==> src/standby_pkg.sv <==
/*
 standby controller package: mode codes, field positions, reset values, timing counts.
 assumes a single clock taken from the oscillator at 200 MHz.
*/
// Notes on behaviour
// halt instruction enters mode chosen by halt mode field: 00 run, 10 idle, 01 stop.
// core-only halt keeps clocks and peripherals running; core does dummy cycles.
// core-only halt samples pending requests on the falling edge of clock out.
// idle runs oscillator only; system clock stopped, clock pin held high.
// idle detects requests without system clock; restart aligns to system clock.
// idle ignores all sources except non-maskable and external zero.
// stop halts oscillator and floats all ordinary pins.
// drive-hold bit keeps outputs in stop; strobes and clock driven high; resets 0.
// stop release restarts oscillator at once, clock gated until warm-up ends.
// warm-up select bit: 0 gives 2^14 periods, 1 gives 2^16; resets 0.
// stop released only by non-maskable, external zero, or reset pin.
// reset release of stop skips warm-up; external reset must be long enough.
// warm-up counter runs on every interrupt release from stop.
// release requests during three-clock entry are held pending, not lost.
// level at or above mask services interrupt; otherwise resume after halt.
// external four to seven release only core-only halt.
// DMA start never releases halt unless triggered by external zero.
// core-only halt: all sources at mask; below mask only nmi, watchdog, ext zero.
// software avoids port access right before the halt instruction.
// halt mode field value 11 behaves as core-only halt.
package standby_pkg;
    localparam logic [1:0] HALT_RUN = 2'h0;
    localparam logic [1:0] HALT_IDLE = 2'h2;
    localparam logic [1:0] HALT_STOP = 2'h1;
    // control register bits, as held in the watchdog mode register
    localparam int WARM_BIT = 0;
    localparam int DRIVE_BIT = 1;
    localparam int HMODE_LSB = 2;
    localparam logic [7:0] CTRL_RESET = 8'h00;
    // register map on the Avalon slave (byte addresses)
    localparam logic [3:0] ADDR_MODE = 4'h0;
    localparam logic [3:0] ADDR_STATUS = 4'h4;
    localparam logic [3:0] ADDR_MASK = 4'h8;
    localparam int WARM_SHORT_EXP = 14;
    localparam int WARM_LONG_EXP = 16;
    localparam int ENTRY_CLOCKS = 3;
    localparam int SRC_NMI = 0;
    localparam int SRC_WD = 1;
    localparam int SRC_EXT_IRQ_ZERO = 2;
    localparam int SRC_INT47 = 3;
    localparam int SRC_PERIPH = 4;
    localparam int SRC_DMA = 5;
    localparam int NSRC = 6;
    localparam int LEVEL_W = 3;
    typedef enum logic [2:0] {ST_RUN, ST_ENTER, ST_HALT, ST_WARM, ST_RESUME} state_e;
    localparam logic [15:0] DUMMY_WORD = 16'h0000;
endpackage

==> src/warmup_counter.sv <==
/*
 warm-up counter for oscillator restart out of stop.
 assumes start pulses only while idle; length set by parameters for simulation.
*/
`timescale 1ns/10ps
`default_nettype none
module warmup_counter #(
    parameter int SHORT_CYCLES = 16384,
    parameter int LONG_CYCLES = 65536
) (
    input wire logic CLK_I,
    input wire logic RESET_N_I,
    input wire logic start_i,
    input wire logic long_i,
    output logic busy_o,
    output logic done_o
);
    logic [16:0] cnt_r;
    logic [16:0] load;
    assign load = long_i ? 17'(LONG_CYCLES - 1) : 17'(SHORT_CYCLES - 1);
    always_ff @(posedge CLK_I or negedge RESET_N_I) begin
        if (!RESET_N_I) begin
            cnt_r <= 17'h00000;
            busy_o <= 1'b0;
            done_o <= 1'b0;
        end else begin
            done_o <= busy_o && cnt_r == 17'h00000;
            if (start_i) begin
                cnt_r <= load;
                busy_o <= 1'b1;
            end else if (busy_o) begin
                if (cnt_r == 17'h00000) begin
                    busy_o <= 1'b0;
                end else begin
                    cnt_r <= cnt_r - 17'h00001;
                end
            end
        end
    end
endmodule
`default_nettype wire

==> src/release_decoder.sv <==
/*
 release decoder: decides which sources may end a halt in each mode.
 assumes requests are held levels from the interrupt controller.
*/
`timescale 1ns/10ps
`default_nettype none
module release_decoder
    import standby_pkg::*;
(
    input wire logic [1:0] mode_i,
    input wire logic [NSRC-1:0] req_i,
    input wire logic [NSRC-1:0] at_mask_i,
    input wire logic dma_from_ext_irq_zero_i,
    output logic release_o,
    output logic service_o
);
    logic stop_or_idle;
    logic [NSRC-1:0] ok_hi;
    logic [NSRC-1:0] ok_lo;
    logic [NSRC-1:0] hi;
    logic [NSRC-1:0] lo;
    assign stop_or_idle = (mode_i == HALT_IDLE) || (mode_i == HALT_STOP);
    always_comb begin
        ok_hi = '0;
        ok_lo = '0;
        ok_hi[SRC_NMI] = 1'b1;
        ok_lo[SRC_NMI] = 1'b1;
        ok_hi[SRC_EXT_IRQ_ZERO] = 1'b1;
        ok_lo[SRC_EXT_IRQ_ZERO] = 1'b1;
        ok_hi[SRC_DMA] = dma_from_ext_irq_zero_i;
        if (!stop_or_idle) begin
            // value 11 falls here too R20
            ok_hi[SRC_WD] = 1'b1;
            ok_lo[SRC_WD] = 1'b1;
            ok_hi[SRC_INT47] = 1'b1;
            ok_hi[SRC_PERIPH] = 1'b1;
        end
    end
    assign hi = req_i & at_mask_i & ok_hi;
    assign lo = req_i & ~at_mask_i & ok_lo;
    assign release_o = |hi || |lo;
    assign service_o = |hi;
endmodule
`default_nettype wire

==> src/standby_halt_controller.sv <==
/*
 standby halt controller top: mode register over Avalon-MM, halt sequencing,
 clock gating, pin hold control and warm-up.
 assumes the core pulses HALT_EXEC_I when it executes its halt instruction and
 that interrupt requests are synchronous levels with per-source mask compare.
*/
`timescale 1ns/10ps
`default_nettype none
module standby_halt_controller
    import standby_pkg::*;
#(
    parameter int WARM_SHORT = 2 ** standby_pkg::WARM_SHORT_EXP,
    parameter int WARM_LONG = 2 ** standby_pkg::WARM_LONG_EXP
) (
    input wire logic CLK_I,
    input wire logic RESET_N_I,
    input wire logic [3:0] AVS_ADDRESS_I,
    input wire logic AVS_READ_I,
    input wire logic AVS_WRITE_I,
    input wire logic [31:0] AVS_WRITEDATA_I,
    input wire logic [3:0] AVS_BYTEENABLE_I,
    output logic [31:0] AVS_READDATA_O,
    output logic AVS_WAITREQUEST_O,
    input wire logic HALT_EXEC_I,
    input wire logic [standby_pkg::NSRC-1:0] IRQ_REQ_I,
    input wire logic [standby_pkg::NSRC-1:0] IRQ_AT_MASK_I,
    input wire logic DMA_FROM_EXT_IRQ_ZERO_I,
    output logic CORE_HALTED_O,
    output logic DUMMY_CYCLE_O,
    output logic SAMPLE_IRQ_O,
    output logic RESUME_O,
    output logic SERVICE_O,
    output logic SYSCLK_EN_O,
    output logic PERIPH_EN_O,
    output logic OSC_EN_O,
    output logic CLK_PIN_HIGH_O,
    output logic PINS_FLOAT_O,
    output logic PINS_HOLD_O,
    output logic STROBES_HIGH_O,
    output logic WARMING_O
);
    logic [7:0] ctrl_r;
    logic [1:0] mode_r;
    logic [NSRC-1:0] pend_r;
    logic [1:0] enter_cnt_r;
    logic clk_phase_r;
    logic service_r;
    state_e state_r;
    state_e state_nxt;
    logic [1:0] field;
    logic rel;
    logic svc;
    logic warm_start;
    logic warm_busy;
    logic warm_done;
    logic wr_mode;
    logic access;
    logic [31:0] rdata;
    logic [NSRC-1:0] req_all;
    logic low_power;

    assign field = ctrl_r[HMODE_LSB +: 2];
    assign low_power = (mode_r == HALT_IDLE) || (mode_r == HALT_STOP);
    // nmi and ext zero requests seen during entry stay pending and join later decisions R14
    assign req_all = IRQ_REQ_I | pend_r;

    release_decoder u_dec (
        .mode_i(mode_r),
        .req_i(req_all),
        .at_mask_i(IRQ_AT_MASK_I),
        .dma_from_ext_irq_zero_i(DMA_FROM_EXT_IRQ_ZERO_I),
        .release_o(rel),
        .service_o(svc)
    );

    warmup_counter #(
        .SHORT_CYCLES(WARM_SHORT),
        .LONG_CYCLES(WARM_LONG)
    ) u_warm (
        .CLK_I(CLK_I),
        .RESET_N_I(RESET_N_I),
        .start_i(warm_start),
        .long_i(ctrl_r[WARM_BIT]),
        .busy_o(warm_busy),
        .done_o(warm_done)
    );

    // waitrequest idles high and drops low for one cycle once a request has been seen
    assign access = AVS_READ_I || AVS_WRITE_I;
    assign wr_mode = AVS_WRITE_I && AVS_ADDRESS_I == ADDR_MODE && AVS_BYTEENABLE_I[0];
    assign rdata = (AVS_ADDRESS_I == ADDR_MODE) ? {24'h000000, ctrl_r} :
        (AVS_ADDRESS_I == ADDR_STATUS) ? {25'h0000000, warm_busy, 2'(state_r), 2'(mode_r),
            service_r, CORE_HALTED_O} :
        (AVS_ADDRESS_I == ADDR_MASK) ? {26'h0000000, pend_r} : 32'h00000000;

    assign warm_start = state_r == ST_HALT && rel && mode_r == HALT_STOP;

    always_comb begin
        state_nxt = state_r;
        case (state_r)
            ST_RUN: begin
                if (HALT_EXEC_I) begin
                    state_nxt = (field == HALT_IDLE || field == HALT_STOP) ? ST_ENTER : ST_HALT;
                end
            end
            ST_ENTER: begin
                if (enter_cnt_r == 2'(ENTRY_CLOCKS - 1)) begin
                    state_nxt = ST_HALT;
                end
            end
            ST_HALT: begin
                if (rel && mode_r == HALT_STOP) begin
                    state_nxt = ST_WARM;
                end else if (rel) begin
                    state_nxt = ST_RESUME;
                end
            end
            ST_WARM: begin
                if (warm_done) begin
                    state_nxt = ST_RESUME;
                end
            end
            ST_RESUME: state_nxt = ST_RUN;
            default: state_nxt = ST_RUN;
        endcase
    end

    always_ff @(posedge CLK_I or negedge RESET_N_I) begin
        if (!RESET_N_I) begin
            ctrl_r <= CTRL_RESET;
            AVS_READDATA_O <= 32'h00000000;
            AVS_WAITREQUEST_O <= 1'b1;
        end else begin
            AVS_WAITREQUEST_O <= !(access && AVS_WAITREQUEST_O);
            if (access && AVS_WAITREQUEST_O) begin
                AVS_READDATA_O <= rdata;
            end
            // the write lands on the edge that completes the transfer
            if (wr_mode && !AVS_WAITREQUEST_O) begin
                ctrl_r <= AVS_WRITEDATA_I[7:0];
            end
        end
    end

    always_ff @(posedge CLK_I or negedge RESET_N_I) begin
        if (!RESET_N_I) begin
            state_r <= ST_RUN;
            mode_r <= HALT_RUN;
            enter_cnt_r <= 2'h0;
            pend_r <= '0;
            service_r <= 1'b0;
        end else begin
            state_r <= state_nxt;
            if (state_r == ST_RUN && HALT_EXEC_I) begin
                // undefined 11 collapses to core-only halt R1 R20
                mode_r <= (field == HALT_IDLE || field == HALT_STOP) ? field : HALT_RUN;
            end
            enter_cnt_r <= state_r == ST_ENTER ? enter_cnt_r + 2'h1 : 2'h0;
            if (state_r == ST_ENTER) begin
                pend_r[SRC_NMI] <= pend_r[SRC_NMI] | IRQ_REQ_I[SRC_NMI];
                pend_r[SRC_EXT_IRQ_ZERO] <= pend_r[SRC_EXT_IRQ_ZERO] | IRQ_REQ_I[SRC_EXT_IRQ_ZERO];
            end else if (state_r == ST_RESUME) begin
                pend_r <= '0;
            end
            if (state_r == ST_HALT && rel) begin
                service_r <= svc;
            end
        end
    end

    // core-only halt samples on the falling half of clock out R3
    always_ff @(posedge CLK_I or negedge RESET_N_I) begin
        if (!RESET_N_I) begin
            clk_phase_r <= 1'b0;
        end else begin
            clk_phase_r <= ~clk_phase_r;
        end
    end

    always_ff @(posedge CLK_I or negedge RESET_N_I) begin
        if (!RESET_N_I) begin
            CORE_HALTED_O <= 1'b0;
            DUMMY_CYCLE_O <= 1'b0;
            SAMPLE_IRQ_O <= 1'b0;
            RESUME_O <= 1'b0;
            SERVICE_O <= 1'b0;
            SYSCLK_EN_O <= 1'b1;
            PERIPH_EN_O <= 1'b1;
            OSC_EN_O <= 1'b1;
            CLK_PIN_HIGH_O <= 1'b0;
            PINS_FLOAT_O <= 1'b0;
            PINS_HOLD_O <= 1'b0;
            STROBES_HIGH_O <= 1'b0;
            WARMING_O <= 1'b0;
        end else begin
            CORE_HALTED_O <= state_nxt != ST_RUN && state_nxt != ST_RESUME;
            DUMMY_CYCLE_O <= state_nxt == ST_HALT && mode_r == HALT_RUN;
            SAMPLE_IRQ_O <= state_r == ST_HALT && mode_r == HALT_RUN && clk_phase_r;
            RESUME_O <= state_r == ST_RESUME;
            SERVICE_O <= state_r == ST_RESUME && service_r;
            // idle/stop: request detect is combinational, restart waits for a clock edge R5
            SYSCLK_EN_O <= !(state_nxt == ST_HALT && low_power) && state_nxt != ST_WARM;
            PERIPH_EN_O <= !(state_nxt == ST_HALT && low_power) && state_nxt != ST_WARM;
            OSC_EN_O <= !(state_nxt == ST_HALT && mode_r == HALT_STOP);
            CLK_PIN_HIGH_O <= (state_nxt == ST_HALT && mode_r == HALT_IDLE) ||
                (state_nxt == ST_HALT && mode_r == HALT_STOP && ctrl_r[DRIVE_BIT]);
            PINS_FLOAT_O <= state_nxt == ST_HALT && mode_r == HALT_STOP && !ctrl_r[DRIVE_BIT];
            PINS_HOLD_O <= state_nxt == ST_HALT && mode_r == HALT_STOP && ctrl_r[DRIVE_BIT];
            STROBES_HIGH_O <= state_nxt == ST_HALT && mode_r == HALT_STOP && ctrl_r[DRIVE_BIT];
            WARMING_O <= state_nxt == ST_WARM;
        end
    end

    property p_enter_low;
        @(posedge CLK_I) disable iff (!RESET_N_I)
        (state_r == ST_RUN && HALT_EXEC_I && (field == HALT_IDLE || field == HALT_STOP))
            |=> state_r == ST_ENTER [*3] ##1 state_r == ST_HALT;
    endproperty
    a_enter_low: assert property (p_enter_low) else $error("entry not three clocks");

    property p_mode11;
        @(posedge CLK_I) disable iff (!RESET_N_I)
        (state_r == ST_RUN && HALT_EXEC_I && field == 2'h3) |=> state_r == ST_HALT && mode_r == HALT_RUN;
    endproperty
    a_mode11: assert property (p_mode11) else $error("mode 11 not core halt");

    property p_idle_clk;
        @(posedge CLK_I) disable iff (!RESET_N_I)
        (state_r == ST_HALT && mode_r == HALT_IDLE && !rel) |=> CLK_PIN_HIGH_O && !SYSCLK_EN_O && OSC_EN_O;
    endproperty
    a_idle_clk: assert property (p_idle_clk) else $error("idle clock state wrong");

    property p_stop_float;
        @(posedge CLK_I) disable iff (!RESET_N_I)
        (state_r == ST_HALT && mode_r == HALT_STOP && !rel && !ctrl_r[DRIVE_BIT])
            |=> PINS_FLOAT_O && !OSC_EN_O;
    endproperty
    a_stop_float: assert property (p_stop_float) else $error("stop pins not floated");

    property p_stop_hold;
        @(posedge CLK_I) disable iff (!RESET_N_I)
        (state_r == ST_HALT && mode_r == HALT_STOP && !rel && ctrl_r[DRIVE_BIT])
            |=> PINS_HOLD_O && STROBES_HIGH_O && CLK_PIN_HIGH_O && !PINS_FLOAT_O;
    endproperty
    a_stop_hold: assert property (p_stop_hold) else $error("stop hold wrong");

    property p_warm;
        @(posedge CLK_I) disable iff (!RESET_N_I)
        warm_start |=> OSC_EN_O && !SYSCLK_EN_O && state_r == ST_WARM;
    endproperty
    a_warm: assert property (p_warm) else $error("warm-up not started");

    property p_idle_ignore;
        @(posedge CLK_I) disable iff (!RESET_N_I)
        (state_r == ST_HALT && low_power && !req_all[SRC_NMI] && !req_all[SRC_EXT_IRQ_ZERO]
            && !(req_all[SRC_DMA] && DMA_FROM_EXT_IRQ_ZERO_I && IRQ_AT_MASK_I[SRC_DMA]))
            |=> state_r == ST_HALT;
    endproperty
    a_idle_ignore: assert property (p_idle_ignore) else $error("bad source released");

    property p_run_service;
        @(posedge CLK_I) disable iff (!RESET_N_I)
        (state_r == ST_HALT && mode_r == HALT_RUN && IRQ_REQ_I[SRC_PERIPH] && IRQ_AT_MASK_I[SRC_PERIPH])
            |=> ##1 SERVICE_O && RESUME_O;
    endproperty
    a_run_service: assert property (p_run_service) else $error("service not flagged");
endmodule
`default_nettype wire

==> config.mk <==
export PLATFORM = sky130hd
export DESIGN_NAME = standby_halt_controller
export DESIGN_NICKNAME = d
export VERILOG_FILES = /design/src/standby_pkg.sv /design/src/warmup_counter.sv /design/src/release_decoder.sv /design/src/standby_halt_controller.sv
export SDC_FILE = /design/constraint.sdc
export NUM_CORES = 1
export LEC_CHECK = 0
export BUFFER_PORTS_ARGS = -buffer_cell sky130_fd_sc_hd__buf_2
export CAP_MARGIN = 25
export CORE_ASPECT_RATIO = 2
export CORE_MARGIN = 2
export CORE_UTILIZATION = 54
export CTS_CLUSTER_DIAMETER = 100
export DETAILED_ROUTE_END_ITERATION = 10
export MAX_ROUTING_LAYER = met4
export PLACE_DENSITY = 0.86
export SLEW_MARGIN = 15
export SYNTH_ARGS = -nofsm -noshare
export SYNTH_HDL_FRONTEND = slang
export SYNTH_SLANG_ARGS = --single-unit
==> constraint.sdc <==
create_clock -name CLK_I -period 3.3 [get_ports CLK_I]
set_input_delay 0.165 -clock CLK_I [delete_from_list [all_inputs] [get_ports CLK_I]]
set_output_delay 0.165 -clock CLK_I [all_outputs]
set_load 0.01 [all_outputs]
# Word level (Yosys, flattened, before mapping)
# Cells that the tools add are included.
# classes
addsub	2
n_mul	0
n_div	0
order_cmp	0
eq_ne	16
shifts	0
n_mux	24
bitwise	9
reduce_logical	40
# op_table
cell	n
2-to-1 mux 17 bit	3
2-to-1 mux 3 bit	7
logical AND 1 bit	20
AND 6 bit	3
logical NOT 17 bit	1
subtractor 17 x 1 -> 17 bit, second input constant	1
2-to-1 mux 16 bit	1
equality test 3 x 2 -> 1 bit, second input constant	4
case mux 3 bit (4 select lines)	1
OR reduction 6 bit	2
2-to-1 mux 2 bit	4
2-to-1 mux 8 bit	1
2-to-1 mux 7 bit	1
AND 6 x 3 -> 6 bit	1
equality test 2 bit, second input constant	3
2-to-1 mux 1 bit	6
NOT 6 bit	1
bitwise OR 6 x 3 -> 6 bit	1
logical NOT 1 bit	5
logical OR 1 bit	5
equality test 2 x 1 -> 1 bit, second input constant	2
equality test 4 x 3 -> 1 bit, second input constant	1
equality test 4 bit, second input constant	1
logical NOT 4 bit	1
13 further kinds	15
# word_totals
regBits	82
latchBits	0
ramBits	0
romBits	0
output_inout_bits	46
word_cells	114
mem_count	0

# Logic depth before layout (Yosys ltp)
# Gate-level depths: netlist (run 1).
# depth
depth_word	13
depth_mapped	7

# Modules after synthesis
# From an unflattened synthesis (run 1), not the netlist that was laid out.
# hier_totals
cells_unflattened	295
area_unflattened_um2	3099.2
# modules_own_cells
module	n_inst	cells_each	area_per_inst_um2
standby_halt_controller	1	183	1945.6
warmup_counter	1	104	1094.8
release_decoder	1	8	58.8

# Least setup slack after synthesis (run 1)
# No wires, ideal clock.
# synth_timing
path_type	register to register
startpoint	register u_warm.cnt_r[5]
endpoint	register u_warm.cnt_r[13]
setup_ps	134
t_arrival_ps	1602
required_ps	3166
path_slack_ps	1564
stages_incl_launch_ff	6
period_less_slack_ps	1736
path_cell_list	dfrtp_1 nor4_4 nand4_2 a2111oi_4 xnor2_1 nand2_1
# synth_between
elab_chain_cells	4
# synth_rtl
element	line_no	text
start, declared	warmup_counter.sv:18	logic [16:0] cnt_r;
start signal, assigned	warmup_counter.sv:29	cnt_r <= load;
start signal, assigned	warmup_counter.sv:35	cnt_r <= cnt_r - 17'h00001;
subtractor 17 x 1 -> 17 bit	warmup_counter.sv:35	
2-to-1 mux 17 bit	warmup_counter.sv:32	if (cnt_r == 17'h00000) begin
2-to-1 mux 17 bit	warmup_counter.sv:31	end else if (busy_o) begin
2-to-1 mux 17 bit	warmup_counter.sv:28	if (start_i) begin
# Several ways; a longest one is shown, not always the timed one. The select of a mux whose other input is x is not followed.
# A chain may end at the register's enable or synchronous reset.

# Worst setup path in the final report (run 1)
# layout_timing
startpoint	register mode_r[0]
endpoint	register CLK_PIN_HIGH_O
# layout_between
elab_chain_cells	13
# layout_rtl
element	line_no	text
start, declared	standby_halt_controller.sv:43	logic [1:0] mode_r;
start signal, assigned	standby_halt_controller.sv:156	mode_r <= (field == HALT_IDLE || field == HALT_STOP) ? field : HALT_RUN;
equality test 2 bit or equality test 2 x 1 -> 1 bit (tied branches)	--	
logical OR 1 bit	release_decoder.sv:22	assign stop_or_idle = (mode_i == HALT_IDLE) || (mode_i == HALT_STOP);
2-to-1 mux 1 bit or 2-to-1 mux 2 bit (tied branches)	release_decoder.sv:31	if (!stop_or_idle) begin
AND 6 bit or AND 6 x 3 -> 6 bit (tied branches)	release_decoder.sv:39, release_decoder.sv:40	
OR reduction 6 bit	release_decoder.sv:41	assign release_o = |hi || |lo;
logical OR 1 bit	release_decoder.sv:41	
2-to-1 mux 3 bit or logical AND 1 bit (tied branches)	standby_halt_controller.sv:114, standby_halt_controller.sv:112	
2-to-1 mux 3 bit	standby_halt_controller.sv:112	if (rel && mode_r == HALT_STOP) begin
case mux 3 bit (4 select lines)	standby_halt_controller.sv:100	case (state_r)
equality test 3 x 2 -> 1 bit	standby_halt_controller.sv:205, standby_halt_controller.sv:206	
logical AND 1 bit (2 in series)	standby_halt_controller.sv:206	(state_nxt == ST_HALT && mode_r == HALT_STOP && ctrl_r[DRIVE_BIT]);
logical OR 1 bit (*)	standby_halt_controller.sv:205	CLK_PIN_HIGH_O <= (state_nxt == ST_HALT && mode_r == HALT_IDLE) ||
end signal, assigned	standby_halt_controller.sv:205	
end, declared	standby_halt_controller.sv:36	output logic CLK_PIN_HIGH_O,
# Mark *: on every way between the ends. The rest lies on a longest branch, timed or not.

==> tab_implementation.tex, run 1 <==
\begin{tabular}{lr}
\hline
Metric & Value \\
\hline
\multicolumn{2}{l}{\textbf{GRT}} \\
Maximum number of pins on one net before global-route repair & 33 \\
Overflow left after global routing & 0 \\
Wire length of the first global-routing pass & 9800 um \\
All-layer global routing usage & 22.1\% \\
Antenna violations before repair & 0 \\
Vias in the first global route & 2171 \\
\multicolumn{2}{l}{\textbf{STA}} \\
Fin. max-slew vios & 0 \\
Number of setup violations in the final report & 0 \\
RSZ-0062 raised after global routing & no \\
Setup\_tns & 0 ns \\
Headroom to the max-slew limit & 54.6\% \\
Final hold violation count & 0 \\
Fmax & 0.502 GHz \\
Time the final worst path needs with I/O delays and setup & 1.99 ns \\
Final clock period utilization by the worst path & 60.4\% \\
Measured slew at the worst slew-check pin & 0.682 ns \\
Final-layout worst hold slack & 0.0395 ns \\
Maximum clock skew at final layout & 0.00894 ns \\
\multicolumn{2}{l}{\textbf{Worst setup path}} \\
Category of the worst setup path capture point & flip-flop \\
Critical Path RT & 3.49 ns \\
Critical-path cell with the highest stage delay & a21boi\_1 \\
CP startpoint kind & flip-flop \\
Top Family by Delay on Critical Path & compound AO/OA/AOI/OAI gates \\
Largest stage delay, worst path & 0.44 ns \\
Path type of the worst setup path & flip-flop to flip-flop \\
Worst Path Buf+Inv & 1 \\
Worst-path cell chain & inv\_1, ha\_1, o21ai\_0, nor2\_1, a21boi\_1, nor3b\_1 \\
CP Data Arrival Time & 2.18 ns \\
Maximum fanout along the worst path & 6 \\
\multicolumn{2}{l}{\textbf{Logic synthesis}} \\
Fraction of registers with async set or reset after synthesis & 100\% \\
Yosys warning total & 0 \\
Netlist area before placement & 2930 sq um \\
Post-synthesis cell count & 291 \\
EDFF count, synth & 0 \\
Synthesized flop and latch total & 58 \\
Synthesized area per cell & 10.1 sq um \\
Main flop type after synthesis & dfrtp\_1 \\
Share of the yosys chip area belonging to registers & 49.6\% \\
Post-synthesis cell type count & 49 \\
\multicolumn{2}{l}{\textbf{Floorplan}} \\
Vert. Die Dim & 108 um \\
I/O pin total & 104 \\
Standard-cell row count & 38 \\
Initial core utilization & 55.1\% \\
Core ar. & 5330 sq um \\
Die X-Extent & 56.1 um \\
Die outline area & 6070 sq um \\
\multicolumn{2}{l}{\textbf{Clock tree}} \\
Post-CTS setup buffers & 0 \\
Clock latency at the later pin of the worst-skew pair & 0.34 ns \\
Clk sink count & 58 \\
Total clock buffers created by CTS & 9 \\
CTS HTree Levels & 3 \\
Clock-pin slew of the registers on the worst-case setup and hold paths & 0.06 ns \\
TritonCTS clock tree & done \\
CTS Root Cell & clkbuf\_8 \\
Maximum buffer depth of the clock tree & 2 \\
\multicolumn{2}{l}{\textbf{Route}} \\
Drt pass-1 iters & 4 \\
Number of nets with antenna violations after routing & 0 \\
Routed len/inst & 14.6 um \\
Via-to-Cell Ratio & 5.47 \\
Routed Wire Length & 6000 um \\
DRC & 0 \\
Iteration-0 DRC Markers & 63 \\
Via count & 2253 \\
\multicolumn{2}{l}{\textbf{Worst hold path}} \\
Worst hold path type & primary input to flip-flop \\
\multicolumn{2}{l}{\textbf{Finish}} \\
Antenna cell count & 0 \\
Total of fill cells in the finished design & 430 \\
Area growth from synthesis to layout & 12.8\% \\
Fraction of final layout cells with drive strength greater than 1 & 23.3\% \\
Fin nets & 412 \\
\multicolumn{2}{l}{\textbf{Run}} \\
Max-cap violation count & 0 \\
\multicolumn{2}{l}{\textbf{Place}} \\
Placer congestion estimate & 0.898 \\
Quantity of I/O buffers inserted on ports & 52 \\
Final HPWL DP & 4350 um \\
\multicolumn{2}{l}{\textbf{Power and ir drop}} \\
Static Leak & 1.57 nW \\
Peak supply drop & 0.564 mV \\
P per Cell Area & 673 nW/um\^{}2 \\
\multicolumn{2}{l}{\textbf{Status}} \\
Outcome & finished, final reports clean \\
\hline
\end{tabular}
metrics by stage:
step | instances | setup slack, ns | utilization (%) | area (sq um) | power [mW]
3_5_place_dp | 395 | 1.37 | 59.1 | 3150 | 1.70
3_3_place_gp | 395 | 1.44 | 59.1 | 3150 | 1.65
4_1_cts | 412 | 1.32 | 62.1 | 3310 | 2.24
6_report | 412 | 1.31 | 62.1 | 3310 | 2.23
2_1_floorplan | 314 | 1.56 | - | 3020 | 1.51
5_1_grt | 412 | 1.18 | 62.1 | 3310 | 2.38
area by class of cell:
type | count | area, sq um | share of cell area, %
repair buffers | 56 | 293 | 8.85
multi-input cells | 212 | 1290 | 39.2
inverters | 10 | 37.5 | 1.14
well taps | 60 | 75.1 | 2.27
flip-flops and latches | 58 | 1460 | 44.0
clock inverters | 1 | 5.00 | 0.151
clock buffers | 15 | 146 | 4.43
worst paths after layout:
path / slack, ns / endpoint / from / cells past startpoint
worst max-delay path: 1.31 / CLK_PIN_HIGH_O / mode_r[0] / 6
worst min-delay path: 0.04 / ctrl_r[3] / AVS_WRITEDATA_I[3] / 3
worst max register to register: 1.31 / CLK_PIN_HIGH_O / mode_r[0] / 6
worst min register to register: 0.42 / clk_phase_r / clk_phase_r / 1
max in group asynchronous: 2.09 / ctrl_r[5] / RESET_N_I / 3
min in group asynchronous: 0.40 / RESUME_O / RESET_N_I / 2
synthesized netlist by cell type, types with 6 or more instances:
master	instances	share of area (%)
dfrtp_1	55	47
nand2_1	43	5.5
buf_4	26	6.7
o21ai_0	25	4.3
nor2_1	14	1.8
inv_1	10	1.3
a21oi_1	9	1.5
nor3_1	9	1.5
mux2i_1	8	2.7
ha_1	7	3.0
nand3_1	7	1.2
xnor2_1	7	2.1
mux2_2	6	2.3
placed cells by master (no fill, tap or decap), types with 5 or more instances in the layout:
master,n
nand2b_1,5
xnor2_1,7
buf_2,52
o21ai_0,25
a21oi_1,9
mux2i_1,8
clkbuf_1,6
nand3_1,7
ha_1,7
nor2_1,14
clkbuf_8,9
dfrtp_1,55
mux2_2,6
conb_1,24
nor3_1,9
nand2_1,43
inv_1,10
state kept, by name, summed over array words and instances (netlist names), 2 cells and up:
register,count
AVS_READDATA_O,8
ctrl_r,8
enter_cnt_r,2
mode_r,2
pend_r,2
state_r,3
u_warm.cnt_r,17
power breakdown:
group	internal (mW)	leakage, nW	switching (mW)
combinational	0.277	0.801	0.382
sequential	0.881	0.697	0.159
clock	0.273	0.0757	0.255
metal layers:
layer  up-vias  wire length [um]  GRT usage [%]
met3        17               346           5.98
li1       1071                 -              -
met4         0               193           13.3
met2        79              3130           35.1
met1      1086              2330           24.6
met5         -                 0              -
cells by family after synthesis:
logic type	Yosys count	share of synthesized area (%)
simple gates	105	18.3
buf+inv	44	9.13
other cells	1	0.128
xor+xnor	9	2.69
flops	58	49.6
compound gates	53	12.1
fa+ha+maj	7	2.99
mux	14	5.04
worst register-to-register path, cell delays in order (launching register included):
cell      delay [ns]
dfrtp_1         0.38
inv_1           0.09
ha_1            0.34
o21ai_0         0.32
nor2_1          0.14
a21boi_1        0.44
nor3b_1         0.13
timing repair:
item / 4_1_cts / 5_1_grt
resized for setup: 0 / 0
endpoints found under the hold margin: 28 / 0
hold buffers: 1 / 0
No activity file was read; power rests on OpenSTA's default activity.
==> run 2: changes to the inputs <==
- CORE_UTILIZATION: 54 -> 45
- PLACE_DENSITY: 0.86 -> 0.76
- clock period: 3.3 -> 1.65 ns (I/O delays scaled with it)
==> run 2 against run 1 <==
Net effect: the flow now finishes with violations (negative setup slack); cell count rose by 22%; sequential share of layout area is 9.3 points lower; setup slack worse by 1.3 ns; sequential power rose by 97%.
==> tab_implementation.tex, run 2 (synthesized netlist as in run 1, its figures left out) <==
\begin{tabular}{lr}
\hline
Metric & Value \\
\hline
\multicolumn{2}{l}{\textbf{Status}} \\
Outcome & finished, violations left \\
Violated checks & negative setup slack \\
\multicolumn{2}{l}{\textbf{Place}} \\
Placer congestion estimate & 0.886 \\
Setup slack at placement & -0.182 ns \\
Post-Place Cell Area & 3540 sq um \\
Placed insts & 466 \\
Quantity of I/O buffers inserted on ports & 52 \\
Final HPWL DP & 5450 um \\
\multicolumn{2}{l}{\textbf{GRT}} \\
Antenna violations before repair & 0 \\
All-layer global routing usage & 23.8\% \\
Overflow left after global routing & 0 \\
Global routing usage on met2 & 41.0\% \\
Layer with the highest usage & met2 \\
Fraction of met3 tracks used by global routing & 7.22\% \\
Vias in the first global route & 2593 \\
Met1 Use GR & 21.0\% \\
Wire length of the first global-routing pass & 12100 um \\
Maximum number of pins on one net before global-route repair & 40 \\
\multicolumn{2}{l}{\textbf{Finish}} \\
Final instance area & 4190 sq um \\
Post-layout instance count excluding filler cells & 501 \\
Final core utilization & 66.5\% \\
Biggest register & u\_warm.cnt\_r \\
Antenna cell count & 0 \\
Area growth from synthesis to layout & 43.1\% \\
Most common cell after layout, fill and taps aside & dfrtp\_1 \\
Number of flip-flops in the largest register & 17 \\
Highest-count cells in the layout ignoring fill and taps & 55 x dfrtp\_1, 52 x buf\_2, 50 x buf\_4 \\
Fraction of final layout cells with drive strength greater than 1 & 41.2\% \\
Fin nets & 475 \\
Biggest regs & u\_warm.cnt\_r: 17 flops, AVS\_READDATA\_O: 8 flops, ctrl\_r: 8 flops \\
\multicolumn{2}{l}{\textbf{Clock tree}} \\
Clock-pin slew of the registers on the worst-case setup and hold paths & 0.05 ns \\
Total clock buffers created by CTS & 9 \\
CTS HTree Levels & 3 \\
Clock latency at the later pin of the worst-skew pair & 0.33 ns \\
Clk sink count & 58 \\
CTS Root Cell & clkbuf\_16 \\
TritonCTS clock tree & done \\
Maximum buffer depth of the clock tree & 2 \\
\multicolumn{2}{l}{\textbf{Worst setup path}} \\
CP startpoint kind & flip-flop \\
Cell count of the worst reg-to-reg path & 7 \\
Largest stage delay, worst path & 0.38 ns \\
Path type of the worst setup path & flip-flop to flip-flop \\
Maximum fanout along the worst path & 4 \\
Critical Path RT & 1.86 ns \\
CP Data Arrival Time & 1.87 ns \\
Category of the worst setup path capture point & flip-flop \\
Setup crit start & u\_warm.cnt\_r[9] \\
FF-to-FF End & u\_warm.cnt\_r[14] \\
Worst Setup EP & u\_warm.cnt\_r[14] \\
Crit Reg-Reg Startpoint & u\_warm.cnt\_r[9] \\
Reg2Reg Setup Slack & -0.01 ns \\
Critical-path cell with the highest stage delay & dfrtp\_1 \\
Worst-path cell chain & nor4\_2, buf\_4, nand4\_1, buf\_6, nor3\_4, xnor2\_1, a21oi\_1 \\
\multicolumn{2}{l}{\textbf{Route}} \\
Via count & 2599 \\
Number of nets with antenna violations after routing & 0 \\
Drt pass-1 iters & 5 \\
Routed len/inst & 16.0 um \\
Iteration-0 DRC Markers & 165 \\
DRC & 0 \\
Via-to-Cell Ratio & 5.19 \\
Routed Wire Length & 8040 um \\
\multicolumn{2}{l}{\textbf{STA}} \\
Final-layout worst hold slack & 0.0140 ns \\
Final clock period utilization by the worst path & 101\% \\
Maximum clock skew at final layout & 0.00487 ns \\
Number of setup violations in the final report & 2 \\
Setup\_tns & -0.0162 ns \\
Fin. max-slew vios & 0 \\
Time the final worst path needs with I/O delays and setup & 1.66 ns \\
Final hold violation count & 0 \\
Measured slew at the worst slew-check pin & 0.518 ns \\
Headroom to the max-slew limit & 65.5\% \\
Final critical-path setup slack & -0.0141 ns \\
RSZ-0062 raised after global routing & yes \\
Fmax & 0.601 GHz \\
\multicolumn{2}{l}{\textbf{Worst hold path}} \\
Worst hold path type & primary input to flip-flop \\
\multicolumn{2}{l}{\textbf{Floorplan}} \\
I/O pin total & 104 \\
Initial core utilization & 46.5\% \\
Die X-Extent & 61.1 um \\
Standard-cell row count & 41 \\
Core ar. & 6310 sq um \\
Vert. Die Dim & 118 um \\
Die outline area & 7220 sq um \\
\multicolumn{2}{l}{\textbf{Power and ir drop}} \\
Static Leak & 1.96 nW \\
P per Cell Area & 1410 nW/um\^{}2 \\
Total Power & 5.92 mW \\
Peak supply drop & 0.807 mV \\
\multicolumn{2}{l}{\textbf{Run}} \\
Max-cap violation count & 0 \\
\hline
\end{tabular}
## run 2: changes by cell type in the layout (fill, tap and decap cells not counted), moves of 4 or more
| cell | change |
|---|---|
| clkbuf_8 | -8 |
| dlygate4sd3_1 | +7 |
| clkbuf_1 | -5 |
| buf_4 | +47 |
| nor3_1 | -4 |
| clkbuf_16 | +9 |
| buf_6 | +7 |
## run 2: how the worst min path moves through the flow
| stage | depth (start not counted) | end | slack [ns] | start |
|---|---|---|---|---|
| after floorplan | 0 | AVS_READDATA_O[0] | -0.21 | RESET_N_I |
| after global placement | 1 | WARMING_O | 0.07 | RESET_N_I |
| after detailed placement | 1 | WARMING_O | 0.07 | RESET_N_I |
| after CTS | 2 | ctrl_r[0] | 0.003 | AVS_WRITEDATA_I[0] |
| after global routing | 2 | ctrl_r[0] | 0.008 | AVS_WRITEDATA_I[0] |
| final | 2 | ctrl_r[0] | 0.01 | AVS_WRITEDATA_I[0] |
## run 2: power by group
group | total (mW) | switching, mW | internal (mW)
registers | 2.05 | 0.294 | 1.76
logic | 2.20 | 1.11 | 1.08
clock network | 1.67 | 0.625 | 1.05
total | 5.92 | 2.03 | 3.89
## run 2: area by class of cell
type | instances | area, sq um
multi-input combinational | 212 | 1490
tap | 86 | 108
clock inverter | 5 | 30.0
clock buffer | 11 | 243
fill | 476 | 2120
timing repair buffer | 119 | 835
inverter | 10 | 37.5
sequential | 58 | 1460
## run 2: repair_timing
action | 4_1_cts | 5_1_grt
buffers inserted | 5 | 6
cloned | 0 | 1
endpoints found under the setup margin | 26 | 25
hold buffers | 8 | 0
pin swaps | 14 | 11
resized for setup | 24 | 25
endpoints found under the hold margin | 24 | 0
## run 2: per-layer routing
metal | vias up | wire, um | share of wire (%)
met5 | - | 0 | 0
met4 | 0 | 293 | 3.6
met3 | 21 | 374 | 4.7
met2 | 97 | 4810 | 60
met1 | 1283 | 2550 | 32
li1 | 1198 | - | -
## run 2: critical path: cells and delay by family (launching register included)
kind / cells / cell delay [ns]
compound gates: 1 / 0.08
simple gates: 3 / 0.57
xor+xnor: 1 / 0.13
flops: 1 / 0.38
buf+inv: 2 / 0.37
